--- config.mk ---
export PLATFORM = sky130hd
export DESIGN_NAME = pisc_top
export DESIGN_NICKNAME = d
export VERILOG_FILES = /design/src/pkg/pisc_pkg.sv /design/src/verilog/pisc_prio.sv /design/src/verilog/pisc_top.sv
export SDC_FILE = /design/constraint.sdc
export NUM_CORES = 1
export LEC_CHECK = 0
export BUFFER_PORTS_ARGS = -buffer_cell sky130_fd_sc_hd__clkbuf_2
export CORE_MARGIN = 2
export CORE_UTILIZATION = 46
export CTS_CLUSTER_SIZE = 30
export DETAILED_ROUTE_END_ITERATION = 7
export PLACE_DENSITY = 0.77
export SYNTH_ARGS = -nofsm -noshare
export SYNTH_HDL_FRONTEND = slang
export SYNTH_SLANG_ARGS = --single-unit
--- constraint.sdc ---
create_clock -name mclk -period 2.1 [get_ports mclk]
set_input_delay 0.315 -clock mclk [delete_from_list [all_inputs] [get_ports mclk]]
set_output_delay 0.315 -clock mclk [all_outputs]
set_load 0.02 [all_outputs]
--- src/pkg/pisc_pkg.sv ---
// pisc_pkg: constants, state type and register map of the input switch
package pisc_pkg;

  // ---------------------------------------------------------------
  // sizes
  // ---------------------------------------------------------------
  localparam int NIN = 4;
  localparam int SEL_W = 2;

  // ---------------------------------------------------------------
  // states, gray along hold -> switch -> lock
  // ---------------------------------------------------------------
  typedef enum logic [1:0] {
    ST_HOLD = 2'b00,
    ST_SWITCH = 2'b01,
    ST_LOCK = 2'b11
  } pisc_st_e;

  // ---------------------------------------------------------------
  // register offsets (byte addresses)
  // ---------------------------------------------------------------
  localparam logic [7:0] ADR_CTRL = 8'h00;
  localparam logic [7:0] ADR_PRIO = 8'h04;
  localparam logic [7:0] ADR_STAT = 8'h08;
  localparam logic [7:0] ADR_IRQ = 8'h0c;
  localparam logic [7:0] ADR_MASK = 8'h10;

  // ---------------------------------------------------------------
  // control fields
  // ---------------------------------------------------------------
  localparam int CTL_AUTO = 0;
  localparam int CTL_REVERT = 1;
  localparam int CTL_HITLESS = 2;
  localparam int CTL_REGSEL = 3;
  localparam int CTL_SEL_LO = 4;
  localparam int CTRL_W = 6;
  localparam logic [5:0] CTRL_RST = 6'h06;
  localparam logic [7:0] PRIO_RST = 8'he4;

  // ---------------------------------------------------------------
  // status fields
  // ---------------------------------------------------------------
  localparam int STA_ACT_LO = 0;
  localparam int STA_HOLD = 2;
  localparam int STA_ALM_LO = 4;
  localparam int STA_SEL_LO = 8;

  // ---------------------------------------------------------------
  // interrupt bits
  // ---------------------------------------------------------------
  localparam int IRQ_SWITCH = 0;
  localparam int IRQ_HOLD_IN = 1;
  localparam int IRQ_HOLD_OUT = 2;
  localparam int IRQ_ALARM = 3;
  localparam int IRQ_W = 4;

  // ---------------------------------------------------------------
  // whole state of the top module
  // ---------------------------------------------------------------
  typedef struct packed {
    pisc_st_e st;
    logic [1:0] active;
    logic [1:0] tgt;
    logic [1:0] sel;
    logic [5:0] ctrl;
    logic [7:0] prio;
    logic [3:0] irq;
    logic [3:0] mask;
    logic pbo;
    logic ack;
    logic [31:0] rdat;
  } pisc_regs_s;

  localparam pisc_regs_s REGS_RST = '{
    st: ST_HOLD,
    active: 2'h0,
    tgt: 2'h0,
    sel: 2'h0,
    ctrl: CTRL_RST,
    prio: PRIO_RST,
    irq: 4'h0,
    mask: 4'h0,
    pbo: 1'b0,
    ack: 1'b0,
    rdat: 32'h0
  };

endpackage

--- src/verilog/pisc_prio.sv ---
// pisc_prio: picks the highest priority alarm-free input
`timescale 1ns/1ps
module pisc_prio (
  input wire logic [7:0] order,
  input wire logic [3:0] alarm,
  output logic [1:0] best,
  output logic found,
  output logic [1:0] top_idx,
  output logic top_ok
);

  logic [3:0] slot_ok;

  // ---------------------------------------------------------------
  // per slot validity
  // ---------------------------------------------------------------
  for (genvar i = 0; i < pisc_pkg::NIN; i++) begin : g_slot
    assign slot_ok[i] = !alarm[order[2*i +: 2]];
  end

  assign top_idx = order[1:0];
  assign top_ok = slot_ok[0];
  assign found = |slot_ok;

  // lowest slot number wins, so scan from the back
  always_comb begin
    best = order[1:0];
    for (int i = pisc_pkg::NIN - 1; i >= 0; i--) begin
      if (slot_ok[i]) begin
        best = order[2*i +: 2];
      end
    end
  end

endmodule

--- src/verilog/pisc_top.sv ---
// pisc_top: input clock selection, holdover and phase build-out control
//
// Added by the designer: the Wishbone slave port and the address map.
`timescale 1ns/1ps
module pisc_top (
  input wire logic mclk,
  input wire logic rst_n,
  input wire logic wb_cyc,
  input wire logic wb_stb,
  input wire logic wb_we,
  input wire logic [7:0] wb_adr,
  input wire logic [3:0] wb_sel,
  input wire logic [31:0] wb_dat_w,
  output logic [31:0] wb_dat_r,
  output logic wb_ack,
  input wire logic input_select_bit0,
  input wire logic input_select_bit1,
  input wire logic [3:0] alarm_in,
  output logic [1:0] active_input,
  output logic holdover,
  output logic phase_buildout,
  output logic irq
);

  pisc_pkg::pisc_regs_s q;
  pisc_pkg::pisc_regs_s d;

  logic [1:0] best;
  logic found;
  logic [1:0] top_idx;
  logic top_ok;
  logic [1:0] man_idx;
  logic auto_m;
  logic revert_m;
  logic [3:0] ev;
  logic [3:0] clr;
  logic wr;
  logic want_ok;
  logic [1:0] want_idx;
  logic stay;

  // ---------------------------------------------------------------
  // priority selection
  // ---------------------------------------------------------------
  pisc_prio u_prio (
    .order(q.prio),
    .alarm(alarm_in),
    .best(best),
    .found(found),
    .top_idx(top_idx),
    .top_ok(top_ok)
  );

  assign auto_m = q.ctrl[pisc_pkg::CTL_AUTO];
  assign revert_m = q.ctrl[pisc_pkg::CTL_REVERT];

  // pins or register field
  // register path lets software override the pins
  assign man_idx = q.ctrl[pisc_pkg::CTL_REGSEL] ?
                   q.ctrl[pisc_pkg::CTL_SEL_LO +: 2] : q.sel;

  // ---------------------------------------------------------------
  // next state
  // ---------------------------------------------------------------
  always_comb begin
    d = q;
    ev = '0;
    clr = '0;
    want_ok = 1'b0;
    want_idx = q.active;
    stay = 1'b0;
    d.pbo = 1'b0;
    d.sel = {input_select_bit1, input_select_bit0};

    // bus slave, one wait state, ack drops after one cycle
    d.ack = wb_cyc && wb_stb && !q.ack;
    wr = d.ack && wb_we;
    d.rdat = '0;
    if (d.ack && !wb_we) begin
      case (wb_adr)
        pisc_pkg::ADR_CTRL: d.rdat[5:0] = q.ctrl;
        pisc_pkg::ADR_PRIO: d.rdat[7:0] = q.prio;
        pisc_pkg::ADR_STAT: begin
          d.rdat[pisc_pkg::STA_ACT_LO +: 2] = q.active;
          d.rdat[pisc_pkg::STA_HOLD] = (q.st == pisc_pkg::ST_HOLD);
          d.rdat[pisc_pkg::STA_ALM_LO +: 4] = alarm_in;
          d.rdat[pisc_pkg::STA_SEL_LO +: 2] = q.sel;
        end
        pisc_pkg::ADR_IRQ: d.rdat[3:0] = q.irq;
        pisc_pkg::ADR_MASK: d.rdat[3:0] = q.mask;
        default: d.rdat = '0;
      endcase
    end
    if (wr && wb_sel[0]) begin
      case (wb_adr)
        pisc_pkg::ADR_CTRL: d.ctrl = wb_dat_w[5:0];
        pisc_pkg::ADR_PRIO: d.prio = wb_dat_w[7:0];
        pisc_pkg::ADR_IRQ: clr = wb_dat_w[3:0];
        pisc_pkg::ADR_MASK: d.mask = wb_dat_w[3:0];
        default: clr = '0;
      endcase
    end

    // input selection
    case (q.st)
      pisc_pkg::ST_HOLD, pisc_pkg::ST_LOCK: begin
        if (!auto_m) begin
          want_ok = !alarm_in[man_idx];
          want_idx = man_idx;
        end else if (q.st == pisc_pkg::ST_LOCK && !alarm_in[q.active] &&
                     !(revert_m && top_ok && q.active != top_idx)) begin
          stay = 1'b1;
          want_ok = 1'b1;
        end else if (revert_m && top_ok) begin
          want_ok = 1'b1;
          want_idx = top_idx;
        end else begin
          want_ok = found;
          want_idx = best;
        end
        if (!want_ok) begin
          d.st = pisc_pkg::ST_HOLD;
        end else if (stay) begin
          d.st = pisc_pkg::ST_LOCK;
        end else if (q.st == pisc_pkg::ST_HOLD || want_idx != q.active) begin
          d.st = pisc_pkg::ST_SWITCH;
          d.tgt = want_idx;
        end else begin
          d.st = pisc_pkg::ST_LOCK;
        end
        if (q.st == pisc_pkg::ST_LOCK && alarm_in[q.active]) begin
          ev[pisc_pkg::IRQ_ALARM] = 1'b1;
        end
      end
      pisc_pkg::ST_SWITCH: begin
        d.active = q.tgt;
        d.st = pisc_pkg::ST_LOCK;
        ev[pisc_pkg::IRQ_SWITCH] = 1'b1;
        // phase build-out on hitless change
        // equal input frequency is the host's affair, not checked here
        d.pbo = q.ctrl[pisc_pkg::CTL_HITLESS];
      end
      default: d.st = pisc_pkg::ST_HOLD;
    endcase

    if (q.st != pisc_pkg::ST_HOLD && d.st == pisc_pkg::ST_HOLD) begin
      ev[pisc_pkg::IRQ_HOLD_IN] = 1'b1;
    end
    if (q.st == pisc_pkg::ST_HOLD && d.st != pisc_pkg::ST_HOLD) begin
      ev[pisc_pkg::IRQ_HOLD_OUT] = 1'b1;
    end
    // set wins over a same-cycle clear
    d.irq = (q.irq & ~clr) | ev;
  end

  // ---------------------------------------------------------------
  // state register
  // ---------------------------------------------------------------
  always_ff @(posedge mclk or negedge rst_n) begin
    if (!rst_n) begin
      q <= pisc_pkg::REGS_RST;
    end else begin
      q <= d;
    end
  end

  assign wb_ack = q.ack;
  assign wb_dat_r = q.rdat;
  assign active_input = q.active;
  assign holdover = (q.st == pisc_pkg::ST_HOLD);
  assign phase_buildout = q.pbo;
  assign irq = |(q.irq & q.mask);

  // ---------------------------------------------------------------
  // checks
  // ---------------------------------------------------------------
  ack_pulse_a: assert property (
    @(posedge mclk) disable iff (!rst_n)
    wb_ack |=> !wb_ack
  ) else $error("ack held longer than one cycle");

  man_hold_a: assert property (
    @(posedge mclk) disable iff (!rst_n)
    (!auto_m && alarm_in[man_idx] && q.st != pisc_pkg::ST_SWITCH)
    |=> holdover
  ) else $error("manual pick of alarmed input not in holdover");

  // alarm on active starts a switch in auto mode if another input is clean
  auto_switch_a: assert property (
    @(posedge mclk) disable iff (!rst_n)
    (auto_m && q.st == pisc_pkg::ST_LOCK && alarm_in[q.active] && found)
    |=> q.st == pisc_pkg::ST_SWITCH ##1 q.st == pisc_pkg::ST_LOCK
  ) else $error("alarm on active input did not switch");

  best_pick_a: assert property (
    @(posedge mclk) disable iff (!rst_n)
    (auto_m && !revert_m && q.st == pisc_pkg::ST_LOCK &&
     alarm_in[q.active] && found)
    |=> ##1 active_input == $past(best, 2)
  ) else $error("switch did not take best priority input");

  auto_hold_a: assert property (
    @(posedge mclk) disable iff (!rst_n)
    (auto_m && !found && q.st != pisc_pkg::ST_SWITCH) |=> holdover
  ) else $error("no valid input but not in holdover");

  revert_a: assert property (
    @(posedge mclk) disable iff (!rst_n)
    (auto_m && revert_m && top_ok && q.st == pisc_pkg::ST_LOCK &&
     q.active != top_idx)
    |=> ##1 active_input == $past(top_idx, 2)
  ) else $error("auto-revert did not return to top input");

  no_early_a: assert property (
    @(posedge mclk) disable iff (!rst_n)
    (auto_m && !revert_m && q.st == pisc_pkg::ST_LOCK &&
     !alarm_in[q.active])
    |=> q.st == pisc_pkg::ST_LOCK && $stable(active_input)
  ) else $error("switch before alarm declared");

  pbo_pulse_a: assert property (
    @(posedge mclk) disable iff (!rst_n)
    (q.st == pisc_pkg::ST_SWITCH && q.ctrl[pisc_pkg::CTL_HITLESS])
    |=> phase_buildout ##1 !phase_buildout
  ) else $error("phase build-out pulse missing");

  sel_sync_a: assert property (
    @(posedge mclk) disable iff (!rst_n)
    1'b1 |=> q.sel == $past({input_select_bit1, input_select_bit0})
  ) else $error("select pins not registered");

  // read data only with ack
  rd_idle_a: assert property (
    @(posedge mclk) disable iff (!rst_n)
    !wb_ack |-> wb_dat_r == 32'h0
  ) else $error("read data not zero while ack low");

  man_follow_a: assert property (
    @(posedge mclk) disable iff (!rst_n)
    (!auto_m && !alarm_in[man_idx] && q.st == pisc_pkg::ST_LOCK &&
     q.active != man_idx)
    |=> q.st == pisc_pkg::ST_SWITCH ##1 active_input == $past(man_idx, 2)
  ) else $error("manual pick of clean input not taken");

  // clean manual pick leaves holdover
  // release edge still runs the reset branch, so sampled rst_n gates it
  hold_exit_a: assert property (
    @(posedge mclk) disable iff (!rst_n)
    (rst_n && !auto_m && q.st == pisc_pkg::ST_HOLD && !alarm_in[man_idx])
    |=> q.st == pisc_pkg::ST_SWITCH
  ) else $error("holdover kept although manual pick is clean");

  alarm_flag_a: assert property (
    @(posedge mclk) disable iff (!rst_n)
    (q.st == pisc_pkg::ST_LOCK && alarm_in[q.active])
    |=> q.irq[pisc_pkg::IRQ_ALARM]
  ) else $error("alarm on active input not flagged");

  switch_flag_a: assert property (
    @(posedge mclk) disable iff (!rst_n)
    $changed(active_input) |-> q.irq[pisc_pkg::IRQ_SWITCH]
  ) else $error("input change not flagged");

  hold_in_flag_a: assert property (
    @(posedge mclk) disable iff (!rst_n)
    $rose(holdover) |-> q.irq[pisc_pkg::IRQ_HOLD_IN]
  ) else $error("holdover entry not flagged");

  hold_out_flag_a: assert property (
    @(posedge mclk) disable iff (!rst_n)
    $fell(holdover) |-> q.irq[pisc_pkg::IRQ_HOLD_OUT]
  ) else $error("holdover exit not flagged");

  pbo_off_a: assert property (
    @(posedge mclk) disable iff (!rst_n)
    !q.ctrl[pisc_pkg::CTL_HITLESS] |=> !phase_buildout
  ) else $error("build-out pulse with hitless off");

endmodule

==> results.cfg <==
[synth]
yosysMostFrequentCell = dfrtp_1
syn_inst = 255
avgSynthCellArea_um2 = 10.83
ys_types = 61
yosys-top-cells-area = dfrtp_1 (33%), buf_4 (9.2%), mux2_2 (8.6%), mux4_2 (6.5%), dfstp_2 (5.7%)
yosysTopAreaCellShare_pct = 32.62
yosys_warnings = 0
ys_ff_latch = 42
synth_flop_cell = dfrtp_1
synth_edf_count = 0
async_flop_share_pct = 100.0
synth_area_leader_cell = dfrtp_1
ys_top_cells_by_count = dfrtp_1 (36), buf_4 (34), mux2_2 (21)
ys_seq_area_share_pct = 38.33
syn_area_um2 = 2761

[global_routing]
grt_use_met2_pct = 36.89
track_usage_pct = 20.72
grt_pass1_vias = 2210
antenna_found_initial = 0
grt_max_degree = 21
grt-ovfl-total = 0
busiest_layer = met2
grt_use_met3_pct = 2.747
grt_pass1_wl_um = 10480
gr-usage-met1_pct = 25.99

[critical_path]
cp_data_required_time_ns = 2.29
crit_family = multiplexers
crit_arrival_ns = 2.53
r2r_cells = 8
crit_chain = mux4_2 > a211oi_4 > buf_4 > o21a_4 > o21ai_2 > a2bb2oi_2 > o31ai_2 > mux2_4
cp_slowest_cell = mux4_2
startpoint_type = flip-flop
cp_max_fo = 4
path_class = flip-flop to flip-flop
r2r-start = q[43]$_DFFE_PN0P_
cpPeakStageDelay_ns = 0.59
crit_buf_inv = 1
worst_r2r_endpoint = q[58]$_DFFE_PN0P_
setup.worst_path.end_class = flip-flop
ff2ff_setup_slack_ns = -0.24

[die]
die_area_um2 = 6639
initial_core_util_pct = 47.20
die_w_um = 81.48
num_rows = 28
fp.dieH_um = 81.48
io_pins = 93
design.core.area_um2 = 5851

[power]
irDropWorstVdd_v = 0.0003236
switching_share_pct = 33.97
power_switching_mw = 0.7996
seq_power_share_pct = 39.7
pwr-share-clk_pct = 23.2
powerDensity_nw_per_um2 = 693.4
p_int_mw = 1.554
combPwrFrac_pct = 37.1
p_leak_nw = 1.612

[drt]
wl_per_cell_um = 15.90
first_iter_violations = 163
vias = 2190
routed_wl_um = 6518
drc_errors = 0
ant_nets = 0
vias_per_cell = 5.341
drtPass1Iterations = 4

[cells_and_area]
layout.cells.non_filler = 410
layout-drive-gt1-share_pct = 49.25
final_nets = 393
final_area_um2 = 3395
area_growth_pct = 22.93
diodes = 0
post-route-util_pct = 58.02

[clocking]
clk-insertion-delay-late_ns = 0.30
cts_buffers = 5
path_clk_slew_ns = 0.08
cts-root-buf = clkbuf_8
clock-sinks = 42
htreeDepth = 2
cts_tree = built
clock_path_buffers = 2

[place]
place_congestion = 0.8957
dp.cells = 396
post_dp_cell_area_um2 = 3178
portBuffers = 43
dp_hpwl_um = 4844

[job]
maxCapViolCount = 0

[timing]
slew_violations = 0
finalHoldViolCount = 0
fin_skew_ns = 0.01022
tns_ns = -0.6277
clock.fmax_mhz = 428.2
holdWs_ns = 0.1185
finalSetupViolCount = 5
rsz0062_at_grt = true
setup_slack_ns = -0.2353
period_share_pct = 111.2
layout_min_cycle_time_ns = 2.335

[min_path]
whs_path_depth = 1
min_path_type = input pin to flip-flop
worstHoldStart = input_select_bit0
min_to = q[56]$_DFF_PN0_

[run_status]
violations = negative setup slack
run_status = finished, violations left
[cell type report]
type,instances,area [um2]
well taps,75,93.84
repair buffers,95,615.6
fillers,497,2456
clock inverters,1,5.005
multi-input cells,177,1486
inverters,13,48.80
flip-flops and latches,42,1059
clock buffers,7,86.33
[state kept, by name, indices dropped and copies added (netlist names)]
register / flops
q: 27
wb_dat_r: 10
active_input: 2
auto_m: 1
phase_buildout: 1
wb_ack: 1
[worst max path at each step]
| stage | from | end | slack [ns] | cells after the start |
|---|---|---|---|---|
| 3_3_place_gp | q[53]$_DFFE_PN0P_ | q[58]$_DFFE_PN0P_ | -0.17 | 6 |
| 4_1_cts | q[43]$_DFFE_PN0P_ | q[58]$_DFFE_PN0P_ | -0.21 | 8 |
| 5_1_grt | q[43]$_DFFE_PN0P_ | q[58]$_DFFE_PN0P_ | -0.28 | 8 |
| 3_5_place_dp | q[47]$_DFFE_PN1P_ | q[58]$_DFFE_PN0P_ | -0.20 | 6 |
| 6_report | q[43]$_DFFE_PN0P_ | q[58]$_DFFE_PN0P_ | -0.24 | 8 |
| 2_1_floorplan | q[43]$_DFFE_PN0P_ | q[58]$_DFFE_PN0P_ | -0.18 | 8 |
[cells by family (layout without fill, tap and decap cells)]
family / after synthesis / count (layout) / share of synthesized area, %
DFF: 42 / 42 / 38.33
muxes: 40 / 40 / 20.03
AOI/OAI and AO/OA: 51 / 51 / 14.77
buffers and inverters: 57 / 116 / 13.23
adders and majority gates: 4 / 4 / 1.812
xor gates and xnor gates: 2 / 2 / 0.6345
and+or+nand+nor: 58 / 58 / 11.06
other: 1 / 22 / 0.1358
[per-layer routing]
layer | share of wire (%) | wire, um
met3 | 5.1 | 330
met5 | 0 | 0
met2 | 51 | 3342
met1 | 42 | 2727
met4 | 1.8 | 118
[per-stage QoR]
| step | total power [mW] | setup WS [ns] |
|---|---|---|
| 5_1_grt | 2.488 | -0.2787 |
| 2_1_floorplan | 1.482 | -0.1812 |
| 3_3_place_gp | 1.731 | -0.1680 |
| 6_report | 2.354 | -0.2353 |
| 4_1_cts | 2.326 | -0.2091 |
| 3_5_place_dp | 1.757 | -0.2015 |
[power groups by stage]
stage	combinational, mW	sequential, mW	clock (mW)
floorplan	0.535	0.947	0
global placement	0.789	0.943	0
detailed placement	0.807	0.951	0
CTS	0.842	0.935	0.549
global route	0.957	0.942	0.589
finish	0.874	0.935	0.545
[layout by cell type (no fill, tap or decap), types with 3 or more instances in the layout]
| master | synthesis | routed |
|---|---|---|
| a21oi_1 | 10 | 8 |
| a22o_1 | 3 | 3 |
| a22oi_1 | 9 | 9 |
| and3_1 | 4 | 4 |
| buf_4 | 34 | 49 |
| clkbuf_2 | 1 | 43 |
| clkbuf_8 | 0 | 6 |
| conb_1 | 1 | 22 |
| dfrtp_1 | 36 | 36 |
| dfstp_2 | 6 | 6 |
| ha_1 | 4 | 4 |
| inv_1 | 13 | 13 |
| mux2_2 | 21 | 21 |
| mux2i_1 | 7 | 6 |
| mux4_2 | 8 | 8 |
| nand2_1 | 14 | 12 |
| nor2_1 | 16 | 14 |
| nor2b_1 | 4 | 3 |
| nor3_1 | 3 | 3 |
| o21ai_1 | 2 | 4 |
[repair_timing]
action / CTS / global route
buffers inserted: 2 / 3
pin swaps: 11 / 9
setup endpoints to repair: 6 / 5
endpoints found under the hold margin: 16 / 0
resized for setup: 14 / 6
cloned: 0 / 0
hold buffers: 1 / 0
Power figures use the tool's default switching activity.
